`src/hdl/fx_pkg.sv`:
```
// Constants, code groups and state types of the 100 Mb/s coding path.
// Assumes a single core clock; the line clock is sampled, never used as a clock.
package fx_pkg;
    localparam int GRP_W = 5;
    localparam int NIB_W = 4;
    localparam int SCR_W = 11;
    localparam int SCR_TAP_A = 10;
    localparam int SCR_TAP_B = 8;
    localparam logic [SCR_W-1:0] SCR_RST = 11'h7ff;
    localparam logic [4:0] CG_J = 5'h18;
    localparam logic [4:0] CG_K = 5'h11;
    localparam logic [4:0] CG_T = 5'h0d;
    localparam logic [4:0] CG_R = 5'h07;
    localparam logic [4:0] CG_I = 5'h1f;
    localparam logic [3:0] NIB_PRE = 4'h5;
    localparam logic [2:0] BIT_LAST = 3'h4;
    localparam logic [2:0] BIT_PRE2 = 3'h2;
    localparam logic [4:0] LOCK_ONES = 5'h1e;
    localparam logic [1:0] MLT_POS = 2'h1;
    localparam logic [1:0] MLT_NEG = 2'h3;

    typedef enum logic [5:0] {
        TX_IDLE = 6'h01,
        TX_J    = 6'h02,
        TX_K    = 6'h04,
        TX_DATA = 6'h08,
        TX_T    = 6'h10,
        TX_R    = 6'h20
    } fx_tx_e;

    typedef enum logic [2:0] {
        RX_HUNT  = 3'h1,
        RX_FRAME = 3'h2,
        RX_END   = 3'h4
    } fx_rx_e;

    typedef struct packed {
        logic ok;
        logic [NIB_W-1:0] nib;
    } fx_dec_s;

    function automatic logic [GRP_W-1:0] fx_enc(input logic [NIB_W-1:0] nib);
        logic [GRP_W-1:0] cg;
        cg = CG_I;
        unique case (nib)
            4'h0: cg = 5'h1e;
            4'h1: cg = 5'h09;
            4'h2: cg = 5'h14;
            4'h3: cg = 5'h15;
            4'h4: cg = 5'h0a;
            4'h5: cg = 5'h0b;
            4'h6: cg = 5'h0e;
            4'h7: cg = 5'h0f;
            4'h8: cg = 5'h12;
            4'h9: cg = 5'h13;
            4'ha: cg = 5'h16;
            4'hb: cg = 5'h17;
            4'hc: cg = 5'h1a;
            4'hd: cg = 5'h1b;
            4'he: cg = 5'h1c;
            4'hf: cg = 5'h1d;
        endcase
        return cg;
    endfunction : fx_enc

    function automatic fx_dec_s fx_dec(input logic [GRP_W-1:0] cg);
        fx_dec_s d;
        d.ok = 1'b0;
        d.nib = 4'h0;
        for (int i = 0; i < 16; i++) begin
            if (fx_enc(i[NIB_W-1:0]) == cg) begin
                d.ok = 1'b1;
                d.nib = i[NIB_W-1:0];
            end
        end
        return d;
    endfunction : fx_dec
endpackage : fx_pkg

```
`src/hdl/fx_scr_if.sv`:
```
// Link between the coding path and its scrambler generators.
// Assumes both ends sit on the same core clock.
interface fx_scr_if #(parameter int W = 5);
    logic step;
    logic seed_en;
    logic [W-1:0] seed;
    logic [W-1:0] key;
    modport gen (input step, input seed_en, input seed, output key);
    modport user (output step, output seed_en, output seed, input key);
endinterface : fx_scr_if

```
`src/hdl/fx_pcs.sv`:
```
// 100 Mb/s coding path: nibbles to MLT-3 drive streams and back.
// Assumes MAC signals on clk; line clock and line inputs are asynchronous.
module fx_pcs
    import fx_pkg::*;
(
    input wire logic clk,
    input wire logic resetn,
    input wire logic line_clk,
    input wire logic tx_en,
    input wire logic [3:0] txd,
    output logic tx_take_ff,
    output logic tx_p_ff,
    output logic tx_n_ff,
    input wire logic rx_p,
    input wire logic rx_n,
    output logic [3:0] rxd_ff,
    output logic rx_dv_ff,
    output logic rx_nib_vld_ff,
    output logic rx_er_ff,
    output logic rx_lock_ff
);
    // Synchronisers: first stages feed only the second stages
    logic [2:0] meta_ff;
    logic [2:0] sync_ff;
    logic clk_prev_ff;
    logic tick;

    always_ff @(posedge clk) begin
        if (!resetn) begin
            // Clock bit resets high so release never fakes a rise
            meta_ff <= 3'h4;
            sync_ff <= 3'h4;
            clk_prev_ff <= 1'b1;
        end else begin
            meta_ff <= {line_clk, rx_p, rx_n};
            sync_ff <= meta_ff;
            clk_prev_ff <= sync_ff[2];
        end
    end

    // Line clock rise marks one bit time in both directions
    assign tick = sync_ff[2] & ~clk_prev_ff;

    // Transmit coding
    fx_scr_if #(.W(GRP_W)) tx_sif ();
    fx_tx_e tx_st_ff;
    fx_tx_e nxt_tx_st;
    logic [GRP_W-1:0] nxt_grp;
    logic [GRP_W-1:0] sh_ff;
    logic [2:0] bit_cnt_ff;
    logic slot;
    logic nrzi_ff;
    logic [1:0] phase_ff;
    logic [1:0] nxt_phase;

    assign slot = tick && (bit_cnt_ff == BIT_LAST);

    always_comb begin
        nxt_tx_st = TX_IDLE;
        unique case (tx_st_ff)
            TX_IDLE: nxt_tx_st = tx_en ? TX_J : TX_IDLE;
            TX_J: nxt_tx_st = TX_K;
            TX_K, TX_DATA: nxt_tx_st = tx_en ? TX_DATA : TX_T;
            TX_T: nxt_tx_st = TX_R;
            TX_R: nxt_tx_st = tx_en ? TX_J : TX_IDLE;
        endcase
    end

    always_comb begin
        nxt_grp = CG_I;
        unique case (nxt_tx_st)
            TX_IDLE: nxt_grp = CG_I;
            TX_J: nxt_grp = CG_J;
            TX_K: nxt_grp = CG_K;
            TX_DATA: nxt_grp = fx_enc(txd);
            TX_T: nxt_grp = CG_T;
            TX_R: nxt_grp = CG_R;
        endcase
    end

    assign tx_sif.step = slot;
    assign tx_sif.seed_en = 1'b0;
    assign tx_sif.seed = '0;

    fx_scr #(.W(GRP_W)) u_tx_scr (
        .clk(clk),
        .resetn(resetn),
        .sif(tx_sif)
    );

    // J and K each consume one preamble nibble, so the MAC paces evenly
    always_ff @(posedge clk) begin
        if (!resetn) begin
            tx_st_ff <= TX_IDLE;
            tx_take_ff <= 1'b0;
        end else begin
            tx_take_ff <= slot && (nxt_tx_st inside {TX_J, TX_K, TX_DATA});
            if (slot) begin
                tx_st_ff <= nxt_tx_st;
            end
        end
    end

    always_ff @(posedge clk) begin
        if (!resetn) begin
            sh_ff <= CG_I;
            bit_cnt_ff <= 3'h0;
        end else if (slot) begin
            sh_ff <= nxt_grp ^ tx_sif.key;
            bit_cnt_ff <= 3'h0;
        end else if (tick) begin
            sh_ff <= {sh_ff[GRP_W-2:0], 1'b0};
            bit_cnt_ff <= bit_cnt_ff + 3'h1;
        end
    end

    assign nxt_phase = phase_ff + {1'b0, sh_ff[GRP_W-1]};

    always_ff @(posedge clk) begin
        if (!resetn) begin
            nrzi_ff <= 1'b0;
            phase_ff <= 2'h0;
            tx_p_ff <= 1'b0;
            tx_n_ff <= 1'b0;
        end else if (tick) begin
            nrzi_ff <= nrzi_ff ^ sh_ff[GRP_W-1];
            phase_ff <= nxt_phase;
            tx_p_ff <= (nxt_phase == MLT_POS);
            tx_n_ff <= (nxt_phase == MLT_NEG);
        end
    end

    // Receive decoding
    fx_scr_if #(.W(1)) rx_sif ();
    logic [1:0] lvl_ff;
    logic rx_nrzi_ff;
    logic rx_nrzi_prev_ff;
    logic nrz;
    logic plain;
    logic [4:0] ones_ff;
    logic [9:0] win_ff;
    logic [2:0] rx_cnt_ff;
    logic pre2_ff;
    logic [GRP_W-1:0] grp;
    fx_dec_s dec;
    fx_rx_e rx_st_ff;

    // Level change on the line is an NRZI toggle
    always_ff @(posedge clk) begin
        if (!resetn) begin
            lvl_ff <= 2'h0;
            rx_nrzi_ff <= 1'b0;
            rx_nrzi_prev_ff <= 1'b0;
        end else if (tick) begin
            lvl_ff <= sync_ff[1:0];
            rx_nrzi_ff <= rx_nrzi_ff ^ (sync_ff[1:0] != lvl_ff);
            rx_nrzi_prev_ff <= rx_nrzi_ff;
        end
    end

    assign nrz = rx_nrzi_ff ^ rx_nrzi_prev_ff;
    assign rx_sif.step = tick;
    assign rx_sif.seed_en = ~rx_lock_ff;
    assign rx_sif.seed = ~nrz;
    assign plain = nrz ^ rx_sif.key[0];

    fx_scr #(.W(1)) u_rx_scr (
        .clk(clk),
        .resetn(resetn),
        .sif(rx_sif)
    );

    // Lock is sticky until reset; every line bit seeds until lock, and a long idle run is the only way to lock
    always_ff @(posedge clk) begin
        if (!resetn) begin
            ones_ff <= 5'h0;
            rx_lock_ff <= 1'b0;
        end else if (tick && !rx_lock_ff) begin
            ones_ff <= plain ? ones_ff + 5'h1 : 5'h0;
            rx_lock_ff <= plain && (ones_ff == LOCK_ONES - 5'h1);
        end
    end

    assign grp = {win_ff[3:0], plain};
    assign dec = fx_dec(grp);

    always_ff @(posedge clk) begin
        if (!resetn) begin
            win_ff <= 10'h0;
        end else if (tick) begin
            win_ff <= {win_ff[8:0], plain};
        end
    end

    always_ff @(posedge clk) begin
        if (!resetn) begin
            rx_st_ff <= RX_HUNT;
            rx_cnt_ff <= 3'h0;
            pre2_ff <= 1'b0;
            rxd_ff <= 4'h0;
            rx_dv_ff <= 1'b0;
            rx_nib_vld_ff <= 1'b0;
            rx_er_ff <= 1'b0;
        end else begin
            rx_nib_vld_ff <= 1'b0;
            rx_er_ff <= 1'b0;
            if (tick) begin
                rx_cnt_ff <= (rx_cnt_ff == BIT_LAST) ? 3'h0 : rx_cnt_ff + 3'h1;
                unique case (rx_st_ff)
                    RX_HUNT: begin
                        if (rx_lock_ff && {win_ff[8:0], plain} == {CG_J, CG_K}) begin
                            rx_st_ff <= RX_FRAME;
                            rx_cnt_ff <= 3'h0;
                            pre2_ff <= 1'b1;
                            rxd_ff <= NIB_PRE;
                            rx_dv_ff <= 1'b1;
                            rx_nib_vld_ff <= 1'b1;
                        end
                    end
                    RX_FRAME: begin
                        if (pre2_ff && rx_cnt_ff == BIT_PRE2) begin
                            pre2_ff <= 1'b0;
                            rxd_ff <= NIB_PRE;
                            rx_nib_vld_ff <= 1'b1;
                        end else if (rx_cnt_ff == BIT_LAST) begin
                            if (dec.ok) begin
                                rxd_ff <= dec.nib;
                                rx_nib_vld_ff <= 1'b1;
                            end else if (grp == CG_T) begin
                                rx_st_ff <= RX_END;
                                rx_dv_ff <= 1'b0;
                            end else if (grp == CG_I) begin
                                rx_st_ff <= RX_HUNT;
                                rx_dv_ff <= 1'b0;
                                rx_er_ff <= 1'b1;
                            end else begin
                                rx_er_ff <= 1'b1;
                            end
                        end
                    end
                    RX_END: begin
                        if (rx_cnt_ff == BIT_LAST) begin
                            rx_st_ff <= RX_HUNT;
                            rx_er_ff <= (grp != CG_R);
                        end
                    end
                endcase
            end
        end
    end
endmodule : fx_pcs

```
`src/hdl/fx_scr.sv`:
```
// Scrambler key generator, W key bits per step, first bit in the msb.
// Assumes the user steps it once per W line bits.
module fx_scr
    import fx_pkg::*;
#(
    parameter int W = 5
) (
    input wire logic clk,
    input wire logic resetn,
    fx_scr_if.gen sif
);
    logic [SCR_W-1:0] state_ff;
    logic [SCR_W-1:0] nxt_state;

    // Seeding loads the line's own sequence so the receiver self-aligns
    always_comb begin
        logic nb;
        nb = 1'b0;
        nxt_state = state_ff;
        sif.key = '0;
        for (int i = 0; i < W; i++) begin
            nb = nxt_state[SCR_TAP_A] ^ nxt_state[SCR_TAP_B];
            sif.key[W-1-i] = nb;
            nxt_state = {nxt_state[SCR_W-2:0], sif.seed_en ? sif.seed[W-1-i] : nb};
        end
    end

    always_ff @(posedge clk) begin
        if (!resetn) begin
            state_ff <= SCR_RST;
        end else if (sif.step) begin
            state_ff <= nxt_state;
        end
    end
endmodule : fx_scr

```
`config.mk`:
```
export PLATFORM = sky130hd
export DESIGN_NAME = fx_pcs
export DESIGN_NICKNAME = d
export VERILOG_FILES = /design/src/hdl/fx_pkg.sv /design/src/hdl/fx_scr_if.sv /design/src/hdl/fx_pcs.sv /design/src/hdl/fx_scr.sv
export SDC_FILE = /design/constraint.sdc
export NUM_CORES = 1
export LEC_CHECK = 0
export ABC_AREA = 1
export BUFFER_PORTS_ARGS = -buffer_cell sky130_fd_sc_hd__buf_2
export CAP_MARGIN = 20
export CORE_AREA = 2 2 95 97
export DETAILED_ROUTE_END_ITERATION = 7
export DIE_AREA = 0 0 97 99
export HOLD_SLACK_MARGIN = 0.15
export PLACE_DENSITY_LB_ADDON = 0.12
export SLEW_MARGIN = 0
export SYNTH_ARGS = -nofsm -noshare
export SYNTH_HDL_FRONTEND = slang
export SYNTH_SLANG_ARGS = --single-unit
```
`constraint.sdc`:
```
create_clock -name clk -period 2 [get_ports clk]
set_input_delay 0 -clock clk [delete_from_list [all_inputs] [get_ports clk]]
set_output_delay 0 -clock clk [all_outputs]
set_load 0.05 [all_outputs]
```
==> impl_metrics.ini <==
[hold_path]
holdPathStages = 6
min_to = sh_ff[3]
hold_class = in2reg
min_from = txd[2]

[global_routing]
grt_pass1_wl_mm = 13.3
grtUsageMet3 = 0.0362
use_met1 = 0.202
grt-ovfl-total = 0
grt_usage = 0.167
grt_pass1_vias = 3041
antenna_found_initial = 0
grt.busiest_layer = met2
grt_use_met2 = 0.292
grt_max_degree = 42

[critical_path]
cp-start-kind = flip-flop
rr_worst_depth = 10
rr_endpoint = sh_ff[2]
crit_path_max_incr_delay_ps = 340
crit_required_ps = 2250
worstPathCellList = nor2_1 -> nand2_1 -> nor2_1 -> nand2_1 -> o21ai_0 -> nor2_1 -> nand2_1 -> nand3_1 -> nand2_1 -> nand2_1
crit_fanout = 5
endpoint_kind = flip-flop
path_buf_inv = 0
criticalPathCategory = reg2reg
crit_arrival_ps = 1950
critPathMostFrequentCell = nand2_1
cp_top_family = simple AND/OR/NAND/NOR gates
r2r_start = tx_st_ff[0]
slowest_stage = dfxtp_1
rrSetupSlack_ps = 290

[drt]
via_per_inst = 4.88
via_count = 3215
wl_per_cell_um = 11.5
drc = 0
dr.pass1.iters = 6
drt-total-wl_mm = 7.59
drt_iter0_drc = 113
ant_nets = 0

[synth]
synth_top_area_frac = 0.433
ys_seq_area_frac = 0.433
syn_inst = 516
synth_top_cell_by_area = dfxtp_1
ys_ff_latch = 81
synth_area_um2 = 3740
synth_nets = 534
synth_warnings = 0
synth.distinct_cells = 40
synth_area_leaders = dfxtp_1, nand2_1, inv_1
syn_avg_cell_area_um2 = 7.25

[clock_network]
postCtsSetupRepairBufs = 0
cts.sinks = 81
clk-insertion-delay-late_ps = 350
root_buffer = clkbuf_8
cts-buffers-inserted = 9
tritoncts = done
cts_buffer_depth = 2
htree_num_levels = 3
path_clk_slew_ps = 80

[floorplanning]
die_area_um2 = 9600
start_util = 0.438
die_w_um = 97
die_y_um = 99
std_cell_rows = 34
io_pins = 21
core_um2 = 8550

[timing]
setup_viol = 0
rsz0062_at_grt = no
skew_ps = 7.45
worst_pin_slew_ps = 403
hold_viol = 0
period_share = 0.853
slew-limit-headroom = 0.731
fmax_ghz = 0.586
drv_slew = 0
min_period_ps = 1710
setup_tns_ps = 0

[run_status]
status = complete, no violations

[final_layout]
fin_util = 0.496
final_common_cell = nand2_1
stdcell_area_um2 = 4240
final_cell_mix = nand2_1, dfxtp_1, inv_1
drive_gt1_frac = 0.120
antenna_cells = 0
nets = 564
nFillCells = 842
synthToLayoutAreaGrowth_pct = 13.3

[pwr]
power.density_nw_per_um2 = 734
leakagePower_nw = 1.96
vdd_drop_max_mv = 0.426

[place]
portBuffers = 20
dp_hpwl_mm = 5.30
gp_congestion = 0.911
dpl_cell_area_um2 = 3980

[flow_run]
max-cap-violations = 0
[metrics by stage]
stage          hold slack [ps]  setup WS (ps)  instances  total power, mW
6_report                   173            294        659             3.11
5_1_grt                    240           86.7        659             3.25
4_1_cts                    176            281        659             3.15
3_5_place_dp               190            299        638             1.85
3_3_place_gp               185            310        638             1.85
2_1_floorplan             97.6            259        516             1.81
[worst register-to-register path: stages, from the launching register on]
cell and delay [ps]:
dfxtp_1 340, nor2_1 180, nand2_1 70, nor2_1 250, nand2_1 180, o21ai_0 260
nor2_1 70, nand2_1 60, nand3_1 80, nand2_1 70, nand2_1 40
[registers in the layout, indices dropped and copies added (netlist names), 2 cells and up]
register	count
tx_st_ff	6
bit_cnt_ff	3
sh_ff	5
phase_ff	2
ones_ff	5
sync_ff	3
u_tx_scr.state_ff	11
u_rx_scr.state_ff	11
lvl_ff	2
rx_cnt_ff	3
rxd_ff	4
meta_ff	3
rx_st_ff	3
win_ff	9
[power breakdown]
group | total, mW | internal, mW | leakage (nW) | switching (mW)
Sequential | 1.66 | 1.64 | 0.657 | 0.0180
Clock | 1.29 | 0.702 | 0.0995 | 0.587
Combinational | 0.164 | 0.0575 | 1.20 | 0.106
[cell usage after synthesis]
master	instances
nand4_2	2
clkinv_1	1
inv_1	59
o211ai_1	6
nor3b_1	1
o41ai_1	1
dfxtp_1	81
nand4_1	10
nand3_2	2
o21a_1	2
a211oi_1	1
o21ai_0	30
nor3_1	3
nand2_4	1
xnor2_1	8
o32ai_1	1
nand3b_1	2
a221oi_1	1
or2_2	3
o21ai_1	1
clkbuf_1	11
nor2_1	52
a22oi_1	6
o22ai_1	2
nor2_2	3
nand3_1	32
buf_6	1
inv_2	6
a21oi_1	39
buf_2	3
nand2_1	124
nor3_2	1
nand3_4	1
nor2_4	2
ha_1	8
o31ai_1	1
or2_0	1
a31oi_1	1
xor2_1	4
nand2_2	2
[layer usage]
metal | wire length [µm] | vias to the layer above
met5 | 0 | -
met3 | 190 | 12
met1 | 3700 | 1428
li1 | - | 1735
met2 | 3580 | 40
met4 | 114 | 0
[cell type report]
| class | count | area [µm²] | share of cell area |
|---|---|---|---|
| timing repair buffer | 34 | 218 | 0.0514 |
| clock inverter | 5 | 80.1 | 0.0189 |
| sequential | 81 | 1620 | 0.383 |
| multi-input combinational | 354 | 1800 | 0.426 |
| inverter | 66 | 248 | 0.0585 |
| clock buffer | 11 | 131 | 0.0310 |
| tap | 108 | 135 | 0.0319 |
[worst max path at each step]
| stage | from | endpoint | cells past startpoint |
|---|---|---|---|
| CTS | tx_st_ff[0] | sh_ff[2] | 10 |
| detailed placement | tx_st_ff[0] | sh_ff[2] | 10 |
| finish | tx_st_ff[0] | sh_ff[2] | 10 |
| global placement | tx_st_ff[0] | sh_ff[4] | 10 |
| floorplan | rx_lock_ff | rxd_ff[1] | 9 |
| global route | tx_st_ff[0] | sh_ff[4] | 10 |
[what timing repair did]
item | in CTS | in global routing
gates resized for setup | 0 | 0
hold endpoints to repair | 9 | 0
hold buffers | 5 | 0
[cells by family (layout without fill, tap and decap cells)]
group,count (synthesis),count (layout),synth area share
buffers and inverters,81,116,0.0843
AO/OA/AOI/OAI,92,92,0.138
flip-flops,81,81,0.433
adder cells (fa/ha/maj),8,8,0.0268
XOR/XNOR,12,12,0.0281
AND/OR/NAND/NOR,242,242,0.290
Note: power is estimated with default switching activity, not from simulation.
